File: src/hdl/ftac_pkg.sv
// Purpose: shared constants and carriers for the flash table access block
// Assumes: 8-bit special register space with 12-bit addresses
// Notes:   the control register offset is fixed, the others are placed nearby
package ftac_pkg;
    // register offsets in special register space
    localparam logic [11:0] FTAC_OFS_CTRL   = 12'hfa6;
    localparam logic [11:0] FTAC_OFS_KEY    = 12'hfa7;
    localparam logic [11:0] FTAC_OFS_LATCH  = 12'hff5;
    localparam logic [11:0] FTAC_OFS_PTR_L  = 12'hff6;
    localparam logic [11:0] FTAC_OFS_PTR_H  = 12'hff7;
    localparam logic [11:0] FTAC_OFS_PTR_U  = 12'hff8;
    // control field positions
    localparam int FTAC_BIT_START = 1;
    localparam int FTAC_BIT_PROGRAM_WRITE_ENABLE  = 2;
    localparam int FTAC_BIT_ERR   = 3;
    localparam int FTAC_BIT_ERASE = 4;
    localparam int FTAC_BIT_WIDTH = 5;
    // reset values
    localparam logic [7:0]  FTAC_RST_BYTE = 8'h00;
    localparam logic [21:0] FTAC_RST_PTR  = 22'h000000;
    // unlock key bytes
    localparam logic [7:0]  FTAC_KEY_1 = 8'h55;
    localparam logic [7:0]  FTAC_KEY_2 = 8'haa;
    // holding block size and row and word write lengths
    localparam int          FTAC_HOLD_N  = 64;
    localparam logic [6:0]  FTAC_ROW_LEN = 7'h40;
    localparam logic [6:0]  FTAC_WRD_LEN = 7'h02;
    // code substituted for fetches that cannot be served
    localparam logic [15:0] FTAC_NOP_WORD = 16'h0000;
    // default self-timed durations in cycles
    localparam int FTAC_PROG_CYC  = 20000;
    localparam int FTAC_ERASE_CYC = 40000;

    // pointer update modes
    typedef enum logic [1:0] {
        FTAC_PTR_KEEP    = 2'h0,
        FTAC_PTR_POSTINC = 2'h1,
        FTAC_PTR_POSTDEC = 2'h2,
        FTAC_PTR_PREINC  = 2'h3
    } ftac_mode_t;

    // table instruction from the core
    typedef struct packed {
        logic       valid;
        logic       write;
        ftac_mode_t mode;
    } ftac_tbl_t;

    // special register access from the core
    typedef struct packed {
        logic        wr;
        logic        rd;
        logic [11:0] addr;
        logic [7:0]  wdata;
    } ftac_sfr_t;
endpackage

File: src/hdl/ftac_top.sv
// Purpose: table read/write and self-timed erase/program sequencer
// Assumes: core drives one table op or one register access per cycle
// Notes:   array read port has one cycle of latency, same clock
`timescale 1ns/1ps
`default_nettype none
module ftac_top
    import ftac_pkg::*;
#(
    parameter int PROG_CYC  = FTAC_PROG_CYC,
    parameter int ERASE_CYC = FTAC_ERASE_CYC
) (
    // clock, reset, enable
    input  wire logic        i_clock,
    input  wire logic        i_reset_n,
    input  wire logic        i_clk_en,
    input  wire logic        i_abort,
    // core side
    input  wire ftac_sfr_t   i_sfr,
    output logic [7:0]       o_sfr_rdata,
    input  wire ftac_tbl_t   i_tbl,
    output logic             o_tbl_done,
    output logic             o_fetch_stall,
    input  wire logic [15:0] i_fetch_word,
    output logic [15:0]      o_fetch_word,
    // array side
    output logic             o_pm_rd,
    output logic [21:0]      o_pm_rd_addr,
    input  wire logic [15:0] i_pm_rdata,
    output logic             o_pm_wr,
    output logic             o_pm_erase,
    output logic [21:0]      o_pm_wr_addr,
    output logic [7:0]       o_pm_wr_data
);

    ////////////////////////////////////////////////////////////////////
    // types and helpers

    typedef enum logic [2:0] {
        S_IDLE   = 3'b001,
        S_STREAM = 3'b010,
        S_WAIT   = 3'b100
    } ftac_state_t;

    typedef enum logic [2:0] {
        K_NONE  = 3'b001,
        K_HALF  = 3'b010,
        K_ARMED = 3'b100
    } ftac_key_t;

    localparam logic [19:0] PROG_CNT  = 20'(PROG_CYC - 1);
    localparam logic [19:0] ERASE_CNT = 20'(ERASE_CYC - 1);

    // step keeps the top pointer bit
    function automatic logic [21:0] ftac_step(input logic [21:0] p,
                                              input logic        up);
        logic [20:0] low;
        low = up ? p[20:0] + 21'h000001 : p[20:0] - 21'h000001;
        return {p[21], low};
    endfunction

    function automatic logic ftac_hit(input ftac_sfr_t s,
                                      input logic [11:0] a);
        return s.addr == a;
    endfunction

    ////////////////////////////////////////////////////////////////////
    // state declarations

    ftac_state_t st_r;
    ftac_key_t   key_r;
    logic [21:0] ptr_r;
    logic [7:0]  latch_r;
    logic [7:0]  hold_r [FTAC_HOLD_N];
    logic        start_r;
    logic        program_write_enable_r;
    logic        err_r;
    logic        erase_r;
    logic        width_r;
    logic [19:0] tmr_r;
    logic [6:0]  left_r;
    logic [21:0] base_r;
    logic [5:0]  idx_r;
    logic        rd_pend_r;
    logic        rd_lsb_r;

    logic        busy;
    logic        tbl_go;
    logic        ctl_wr;
    logic        go_req;
    logic        go_ok;
    logic [21:0] ea;

    assign busy   = (st_r != S_IDLE);
    // table ops are ignored while busy; the core is stalled then
    assign tbl_go = i_tbl.valid && !busy;
    assign ctl_wr = i_sfr.wr && ftac_hit(i_sfr, FTAC_OFS_CTRL);
    assign go_req = ctl_wr && i_sfr.wdata[FTAC_BIT_START] && !start_r;
    // start only right after the key pair
    // start only with write enable set
    // erase of config space would act as bulk, refused
    assign go_ok  = go_req && (key_r == K_ARMED)
                    && i_sfr.wdata[FTAC_BIT_PROGRAM_WRITE_ENABLE]
                    && !(i_sfr.wdata[FTAC_BIT_ERASE] && ptr_r[21]);
    assign ea = (i_tbl.mode == FTAC_PTR_PREINC) ? ftac_step(ptr_r, 1'b1)
                                                 : ptr_r;

    ////////////////////////////////////////////////////////////////////
    // unlock sequencer: any other register write breaks the chain

    always_ff @(posedge i_clock or negedge i_reset_n) begin
        if (!i_reset_n) begin
            key_r <= K_NONE;
        end else if (i_clk_en) begin
            if (i_abort) begin
                key_r <= K_NONE;
            end else if (i_sfr.wr) begin
                if (ftac_hit(i_sfr, FTAC_OFS_KEY)) begin
                    if (i_sfr.wdata == FTAC_KEY_1) begin
                        key_r <= K_HALF;
                    end else if (i_sfr.wdata == FTAC_KEY_2
                                 && key_r == K_HALF) begin
                        key_r <= K_ARMED;
                    end else begin
                        key_r <= K_NONE;
                    end
                end else begin
                    key_r <= K_NONE; // one try per unlock
                end
            end
        end
    end

    ////////////////////////////////////////////////////////////////////
    // control register bits

    // enable and mode bits are plain software bits, cleared at reset
    always_ff @(posedge i_clock or negedge i_reset_n) begin
        if (!i_reset_n) begin
            program_write_enable_r  <= 1'b0;
            width_r <= 1'b0;
        end else if (i_clk_en) begin
            if (i_abort) begin
                program_write_enable_r  <= 1'b0;
                width_r <= 1'b0;
            end else if (ctl_wr) begin
                program_write_enable_r  <= i_sfr.wdata[FTAC_BIT_PROGRAM_WRITE_ENABLE];
                width_r <= i_sfr.wdata[FTAC_BIT_WIDTH];
            end
        end
    end

    // erase select, cleared by hardware after an erase; set wins
    always_ff @(posedge i_clock or negedge i_reset_n) begin
        if (!i_reset_n) begin
            erase_r <= 1'b0;
        end else if (i_clk_en) begin
            if (i_abort) begin
                erase_r <= 1'b0;
            end else if (ctl_wr) begin
                erase_r <= i_sfr.wdata[FTAC_BIT_ERASE];
            end else if (st_r == S_WAIT && tmr_r == 20'h0 && erase_r) begin
                erase_r <= 1'b0;
            end
        end
    end

    // start: software sets, hardware clears at the end
    always_ff @(posedge i_clock or negedge i_reset_n) begin
        if (!i_reset_n) begin
            start_r <= 1'b0;
        end else if (i_clk_en) begin
            if (i_abort) begin
                start_r <= 1'b0;
            end else if (go_ok) begin
                start_r <= 1'b1;
            end else if (st_r == S_WAIT && tmr_r == 20'h0) begin
                start_r <= 1'b0;
            end
        end
    end

    // error: set by any start attempt while start is clear, cleared on normal finish
    // an abort leaves it set so software can see the cut-short cycle
    always_ff @(posedge i_clock or negedge i_reset_n) begin
        if (!i_reset_n) begin
            err_r <= 1'b0;
        end else if (i_clk_en) begin
            if (go_req) begin
                err_r <= 1'b1;
            end else if (i_abort && busy) begin
                err_r <= 1'b1;
            end else if (st_r == S_WAIT && tmr_r == 20'h0) begin
                err_r <= 1'b0;
            end else if (ctl_wr) begin
                err_r <= i_sfr.wdata[FTAC_BIT_ERR];
            end
        end
    end

    ////////////////////////////////////////////////////////////////////
    // table pointer

    // three byte registers, top register holds six bits
    // automatic update after each table op except in keep mode
    always_ff @(posedge i_clock or negedge i_reset_n) begin
        if (!i_reset_n) begin
            ptr_r <= FTAC_RST_PTR;
        end else if (i_clk_en) begin
            if (tbl_go) begin
                case (i_tbl.mode)
                    FTAC_PTR_KEEP:    ptr_r <= ptr_r;
                    FTAC_PTR_POSTINC: ptr_r <= ftac_step(ptr_r, 1'b1);
                    FTAC_PTR_POSTDEC: ptr_r <= ftac_step(ptr_r, 1'b0);
                    FTAC_PTR_PREINC:  ptr_r <= ftac_step(ptr_r, 1'b1);
                    default:          ptr_r <= ptr_r;
                endcase
            end else if (i_sfr.wr && !busy) begin
                if (ftac_hit(i_sfr, FTAC_OFS_PTR_L)) begin
                    ptr_r[7:0] <= i_sfr.wdata;
                end
                if (ftac_hit(i_sfr, FTAC_OFS_PTR_H)) begin
                    ptr_r[15:8] <= i_sfr.wdata;
                end
                if (ftac_hit(i_sfr, FTAC_OFS_PTR_U)) begin
                    ptr_r[21:16] <= i_sfr.wdata[5:0];
                end
            end
        end
    end

    ////////////////////////////////////////////////////////////////////
    // table read path

    // pointer with bit 0 cleared addresses the array read
    // no alignment check on the byte address
    always_ff @(posedge i_clock or negedge i_reset_n) begin
        if (!i_reset_n) begin
            o_pm_rd      <= 1'b0;
            o_pm_rd_addr <= FTAC_RST_PTR;
            rd_pend_r    <= 1'b0;
            rd_lsb_r     <= 1'b0;
        end else if (i_clk_en) begin
            o_pm_rd   <= tbl_go && !i_tbl.write;
            rd_pend_r <= tbl_go && !i_tbl.write;
            if (tbl_go && !i_tbl.write) begin
                o_pm_rd_addr <= {ea[21:1], 1'b0};
                rd_lsb_r     <= ea[0];
            end
        end
    end

    // the byte latch is the only data path
    // bit 0 selects high or low byte of the word
    always_ff @(posedge i_clock or negedge i_reset_n) begin
        if (!i_reset_n) begin
            latch_r <= FTAC_RST_BYTE;
        end else if (i_clk_en) begin
            if (rd_pend_r) begin
                latch_r <= rd_lsb_r ? i_pm_rdata[15:8] : i_pm_rdata[7:0];
            end else if (i_sfr.wr && ftac_hit(i_sfr, FTAC_OFS_LATCH)) begin
                latch_r <= i_sfr.wdata;
            end
        end
    end

    // done pulse: read one cycle after the array answers, write one after
    always_ff @(posedge i_clock or negedge i_reset_n) begin
        if (!i_reset_n) begin
            o_tbl_done <= 1'b0;
        end else if (i_clk_en) begin
            o_tbl_done <= tbl_go && i_tbl.write || rd_pend_r;
        end
    end

    ////////////////////////////////////////////////////////////////////
    // holding registers

    // table write only fills a holding register
    // low pointer bits pick the holding slot
    // no clear at reset or after programming
    always_ff @(posedge i_clock) begin
        if (i_clk_en && tbl_go && i_tbl.write) begin
            hold_r[ea[5:0]] <= latch_r;
        end
    end

    ////////////////////////////////////////////////////////////////////
    // long operation sequencer

    // program streams 64 or 2 bytes, erase goes straight to the wait; then wait out the timer
    // the timer or an abort ends the cycle
    always_ff @(posedge i_clock or negedge i_reset_n) begin
        if (!i_reset_n) begin
            st_r   <= S_IDLE;
            tmr_r  <= 20'h0;
            left_r <= 7'h0;
            base_r <= FTAC_RST_PTR;
            idx_r  <= 6'h0;
        end else if (i_clk_en) begin
            if (i_abort) begin
                st_r <= S_IDLE;
            end else begin
                case (st_r)
                    S_IDLE: begin
                        if (go_ok && i_sfr.wdata[FTAC_BIT_ERASE]) begin
                            base_r <= {ptr_r[21:10], 10'h000};
                            tmr_r  <= ERASE_CNT;
                            st_r   <= S_WAIT;
                        end else if (go_ok) begin
                            if (i_sfr.wdata[FTAC_BIT_WIDTH]) begin
                                base_r <= {ptr_r[21:1], 1'b0};
                                idx_r  <= {ptr_r[5:1], 1'b0};
                                left_r <= FTAC_WRD_LEN;
                            end else begin
                                base_r <= {ptr_r[21:6], 6'h00};
                                idx_r  <= 6'h00;
                                left_r <= FTAC_ROW_LEN;
                            end
                            tmr_r <= PROG_CNT;
                            st_r  <= S_STREAM;
                        end
                    end
                    S_STREAM: begin
                        idx_r  <= idx_r + 6'h01;
                        left_r <= left_r - 7'h01;
                        if (left_r == 7'h01) begin
                            st_r <= S_WAIT;
                        end
                    end
                    S_WAIT: begin
                        if (tmr_r == 20'h0) begin
                            st_r <= S_IDLE;
                        end else begin
                            tmr_r <= tmr_r - 20'h00001;
                        end
                    end
                    default: st_r <= S_IDLE;
                endcase
            end
        end
    end

    // array write strobes, address and data
    always_ff @(posedge i_clock or negedge i_reset_n) begin
        if (!i_reset_n) begin
            o_pm_wr      <= 1'b0;
            o_pm_erase   <= 1'b0;
            o_pm_wr_addr <= FTAC_RST_PTR;
            o_pm_wr_data <= FTAC_RST_BYTE;
        end else if (i_clk_en) begin
            o_pm_erase <= go_ok && i_sfr.wdata[FTAC_BIT_ERASE] && !i_abort;
            o_pm_wr    <= (st_r == S_STREAM) && !i_abort;
            if (go_ok && i_sfr.wdata[FTAC_BIT_ERASE]) begin
                o_pm_wr_addr <= {ptr_r[21:10], 10'h000};
            end else if (st_r == S_STREAM) begin
                o_pm_wr_addr <= {base_r[21:6], idx_r};
                o_pm_wr_data <= hold_r[idx_r];
            end
        end
    end

    ////////////////////////////////////////////////////////////////////
    // fetch gating

    // stall covers the whole long cycle
    // no-op code fed while the array is unavailable
    always_ff @(posedge i_clock or negedge i_reset_n) begin
        if (!i_reset_n) begin
            o_fetch_stall <= 1'b0;
            o_fetch_word  <= FTAC_NOP_WORD;
        end else if (i_clk_en) begin
            o_fetch_stall <= go_ok || (busy && !i_abort
                             && !(st_r == S_WAIT && tmr_r == 20'h0));
            o_fetch_word  <= busy ? FTAC_NOP_WORD : i_fetch_word;
        end
    end

    ////////////////////////////////////////////////////////////////////
    // register read-back

    // unlock key reads as zero; unmapped also zero
    always_ff @(posedge i_clock or negedge i_reset_n) begin
        if (!i_reset_n) begin
            o_sfr_rdata <= FTAC_RST_BYTE;
        end else if (i_clk_en) begin
            o_sfr_rdata <= FTAC_RST_BYTE;
            if (i_sfr.rd) begin
                case (i_sfr.addr)
                    FTAC_OFS_CTRL:  o_sfr_rdata <= {2'b00, width_r, erase_r,
                                                    err_r, program_write_enable_r, start_r,
                                                    1'b0};
                    FTAC_OFS_LATCH: o_sfr_rdata <= latch_r;
                    FTAC_OFS_PTR_L: o_sfr_rdata <= ptr_r[7:0];
                    FTAC_OFS_PTR_H: o_sfr_rdata <= ptr_r[15:8];
                    FTAC_OFS_PTR_U: o_sfr_rdata <= {2'b00, ptr_r[21:16]};
                    default:        o_sfr_rdata <= FTAC_RST_BYTE;
                endcase
            end
        end
    end

    ////////////////////////////////////////////////////////////////////
    // checks

    a_start_unlocked: assert property (
        @(posedge i_clock) disable iff (!i_reset_n)
        $rose(start_r) |-> $past(key_r) == K_ARMED)
        else $error("start without unlock pair");

    a_start_program_write_enable: assert property (
        @(posedge i_clock) disable iff (!i_reset_n)
        $rose(start_r) |-> program_write_enable_r)
        else $error("start without write enable");

    a_start_err: assert property (
        @(posedge i_clock) disable iff (!i_reset_n)
        $rose(start_r) |-> err_r)
        else $error("error flag not set on start");

    a_stall_busy: assert property (
        @(posedge i_clock) disable iff (!i_reset_n || i_abort)
        $rose(start_r) |-> o_fetch_stall && busy)
        else $error("no fetch stall during long cycle");

    a_key_zero: assert property (
        @(posedge i_clock) disable iff (!i_reset_n)
        i_clk_en && i_sfr.rd && i_sfr.addr == FTAC_OFS_KEY
        |=> o_sfr_rdata == 8'h00)
        else $error("unlock key read not zero");

    a_ptr_top: assert property (
        @(posedge i_clock) disable iff (!i_reset_n)
        i_clk_en && tbl_go |=> ptr_r[21] == $past(ptr_r[21]))
        else $error("pointer top bit moved");

    a_erase_block: assert property (
        @(posedge i_clock) disable iff (!i_reset_n)
        o_pm_erase |-> o_pm_wr_addr[9:0] == 10'h000)
        else $error("erase address not block aligned");

    a_timer_end: assert property (
        @(posedge i_clock) disable iff (!i_reset_n || i_abort)
        i_clk_en && st_r == S_WAIT && tmr_r == 20'h0
        |=> !start_r && !err_r && st_r == S_IDLE)
        else $error("timer expiry did not end cycle");

    a_read_byte: assert property (
        @(posedge i_clock) disable iff (!i_reset_n)
        i_clk_en && rd_pend_r |=> latch_r == ($past(rd_lsb_r)
            ? $past(i_pm_rdata[15:8]) : $past(i_pm_rdata[7:0])))
        else $error("wrong byte latched");

endmodule // ftac_top
`default_nettype wire

File: config.mk
export PLATFORM = sky130hd
export DESIGN_NAME = ftac_top
export DESIGN_NICKNAME = d
export VERILOG_FILES = /design/src/hdl/ftac_pkg.sv /design/src/hdl/ftac_top.sv
export SDC_FILE = /design/constraint.sdc
export NUM_CORES = 1
export LEC_CHECK = 0
export ABC_AREA = 1
export BUFFER_PORTS_ARGS = -buffer_cell sky130_fd_sc_hd__clkbuf_2
export CORE_MARGIN = 4
export CORE_UTILIZATION = 40
export DETAILED_ROUTE_END_ITERATION = 6
export GPL_ROUTABILITY_DRIVEN = 1
export PLACE_DENSITY = 0.6
export SLEW_MARGIN = 20
export SYNTH_ARGS = -nofsm -noshare
export SYNTH_HDL_FRONTEND = slang
export SYNTH_SLANG_ARGS = --single-unit
File: constraint.sdc
create_clock -name i_clock -period 3.3 [get_ports i_clock]
set_input_delay 0.495 -clock i_clock [delete_from_list [all_inputs] [get_ports i_clock]]
set_output_delay 0.495 -clock i_clock [all_outputs]
set_load 0.03 [all_outputs]
==> results.md <==
* Outcome: finished clean
* Prevailing post-synth register cell: edfxtp_1
* Required time of the critical path at around 3.6 ns
* Drt drc at 0
* CTS Sinks at between 600 and 700
* Post-synth EDFFs at roughly 510
* DR iter-0 viols at roughly 2600
* WL final at a little over 90 mm
* Max stage delay cell, worst path: nor2_1
* Clk network pwr share at 27.2%
* Grt met1 use at 31.2%
* DRT antenna net count at 0
* Reg-to-reg slack, setup at roughly 0.15 ns
* Aggregate global-route resource usage at roughly 22%
* Vias in the first global route at approximately 23000
* Worst-Skew Late Latency at ~0.63 ns
* Synth Area in Simple Gates at approximately a quarter
* Largest net degree at the start of global routing at 125
* CTS H-tree lvls at 3
* CP max stage delay at ~0.67 ns
* Clock skew at about 0.044 ns
* Average wire per standard cell at roughly 21 um
* Flops & latches, synth at just under 700
* Root Buffer: clkbuf_16
* Internal Power at ~0.018 W
* DIE WIDTH at around 290 um
* Post-Route Setup TNS at 0 ns
* Mapped Cells at between 3000 and 4000
* Worst slew pin tran at 0.950 ns
* Final GP Congestion at approximately 0.95
* Initial Utilization at between 40% and 50%
* Leakage at 14.7 nW
* Hold Path Depth at 2
* Power Density at between 800 and 900 mW/mm^2
* Met2 Use GR at between 30% and 40%
* Initial antenna violation count at 0
* Avg Vias per Cell at 5.30
* Min-Delay Endpoint: o_fetch_word[12]
* Worst path cell trace: inv_1 > ha_1 > o21ai_0 > buf_4 > inv_1 > nor2_1 > nand3_2 > nor2_1
* RSZ-0062 raised after global routing: no
* Total die area at around 0.082 sq mm
* Leading cell types in the layout, fill and taps excluded: nand2_1 (870), nor2_1 (522), edfxtp_1 (512)
* Post-route cell area at about 0.036 sq mm
* Post-synth top area share at 49.5%
* Nets at 3474
* Sequential share of the synthesized area at around 63%
* Inst Count DP at between 4000 and 5000
* GRT Residual Overflow at 0
* Via count at 23829
* Largest family of logic cells by synthesized area: simple AND/OR/NAND/NOR gates
* CORE AREA at 0.0765 sq mm
* Hold WS at ~0.078 ns
* Layout area overhead at 14.8%
* Met3 Track Usage GR at 3.61%
* Min-delay src: i_fetch_word[12]
* Worst EP arrival at approximately 3.4 ns
* Net Sw Frac at 40.1%
* XOR/XNOR share of the synthesized area at 0.874%
* Reg-to-Reg End: hold_r[17][3]
* CP Capture Type: flip-flop
* Clock buffer depth at 3
* # IOs at around 140
* Area leader, netlist: edfxtp_1
* Critical path type: reg -> reg
* Gr busiest metal: met2
* Pins Over Slew Limit at 0
* Mux share of post-synthesis cell area at 0%
* Die height at about 290 um
* Syn_area_per_cell at between 9 and 10 sq um
* Clock-pin slew on the worst setup and hold paths at 0.07 ns
* Startpoint Class: flip-flop
* Min-Delay Path Class: in -> reg
* FF-to-FF Start: ptr_r[0]
* Gate power share at between 30% and 40%
* Top cells by area in the synthesized netlist: edfxtp_1 (49%), dfrtp_1 (14%), nand2_1 (11%), nor2_1 (6.3%), nand3_1 (4.8%)
* Final Hold Viols at 0
* Synth Area in Adders at 0.242%
* Worst-case vdd ir drop at 0.000591 V
* Setup violations, final at 0
* CTS Buf Count at 71
* Fmax at 0.317 GHz
* DP HPWL at roughly 60 mm
* YS warnings at 0
* Post-synthesis cell area at 0.0311 sq mm
* Synth Area in Compound Gates at under 10%
* Post-route core utilization at between 40% and 50%
* Mapped Nets at 3306
* Depth of the worst register-to-register path at 8
* Netlist cell types at between 50 and 60
* TritonRoute pass-1 iters at 6
* Commonest non-fill, non-tap cell in the layout: nand2_1
* Max cap viols at 0
* Area post-placement at roughly 0.033 sq mm
* PortBufs at ~140
* Final Instance Count excl. Fillers at 4493
* Max Fanout on Critical Path at 8
* Period minus WS final at between 3 and 4 ns
* First-pass GRT wire length at 140 mm
* Post-synth ARST share at 25.0%
* Reg power frac at 40.2%
* Net switching power figure at 0.0121 W
* Ant diodes at 0
* Tcrit/Tclk final at about 95%
* Fillers at around 7100
* Cell Rows at between 100 and 150
* Share of cells above drive strength 1 at around an eighth
* Max_slew headroom at 36.6%
* CTS tree: yes
## sequential cells by signal (all words and copies together), names as in the netlist, 6 cells and up
register,count
hold_r,512
o_sfr_rdata,8
idx_r,6
left_r,7
base_r,16
o_pm_wr_data,8
o_pm_wr_addr,22
latch_r,8
o_pm_rd_addr,21
ptr_r,22
o_fetch_word,16
tmr_r,20
## cell families after synthesis
group           count (synthesis)
xor+xnor                       31
fa+ha+maj                       6
other cells                     1
simple gates                 1796
compound gates                382
buf+inv                       339
flops                         683
## Yosys cell counts (all sizes together), types with 10 or more instances
| library cell | count |
|---|---|
| a22oi | 15 |
| nand3 | 310 |
| nand4 | 34 |
| buf | 92 |
| a21oi | 63 |
| a22o | 16 |
| nor2 | 533 |
| clkbuf | 73 |
| inv | 168 |
| dfrtp | 169 |
| o21ai | 262 |
| nand2 | 884 |
| xor2 | 25 |
| o211ai | 10 |
| nor3 | 19 |
| edfxtp | 512 |
## through the flow
step,setup WS (ns),power [W]
global route,0.0212,0.0316
floorplan,0.912,0.0179
global placement,0.313,0.0219
finish,0.149,0.0301
detailed placement,0.260,0.0220
CTS,0.233,0.0302
## what timing repair did
item                                   CTS  global route
hold buffers                             1             0
setup buffers                            0             0
gates resized for setup                  0             1
endpoints found under the hold margin   61             0
setup endpoints to repair                0             8
## routing by layer
| layer | vias to the layer above | part of all wire [%] |
|---|---|---|
| met5 | - | 0 |
| met1 | 11453 | 43 |
| met4 | 0 | 2.4 |
| met3 | 162 | 8.0 |
| met2 | 997 | 46 |
| li1 | 11217 | - |
## power groups by stage
stage	Combinational, W	Sequential (W)	Clock (W)
after CTS	0.00977	0.0121	0.00832
final	0.00984	0.0121	0.00819
after floorplan	0.00561	0.0123	0
after global routing	0.0107	0.0122	0.00865
after detailed placement	0.00974	0.0122	0
after global placement	0.00970	0.0122	0
## how the worst max path moves through the flow
stage                  start            end  slack [ns]
global route        ptr_r[0]  hold_r[17][1]        0.02
detailed placement  ptr_r[0]  hold_r[17][3]        0.26
CTS                 ptr_r[0]  hold_r[17][3]        0.23
floorplan           ptr_r[0]  hold_r[32][0]        0.91
global placement    i_tbl[1]  hold_r[17][3]        0.31
finish              ptr_r[0]  hold_r[17][3]        0.15
## final cells by class
cell class              instances  area (sq um)  area share (%)
clock buffers                  93          1960            5.50
well taps                    1030          1290            3.61
flip-flops and latches        683         19700            55.1
multi-input cells            2216          9940            27.9
repair buffers                260          1740            4.86
inverters                     174           666            1.87
clock inverters                37           413            1.16
## worst max-delay path: cells and delay by family (launching register included)
| kind | cells | cell delay (ns) |
|---|---|---|
| buf+inv | 3 | 0.41 |
| simple gates | 3 | 1.30 |
| compound gates | 1 | 0.17 |
| fa+ha+maj | 1 | 0.36 |
| flops | 1 | 0.51 |
(Power assumes the default switching activity.)
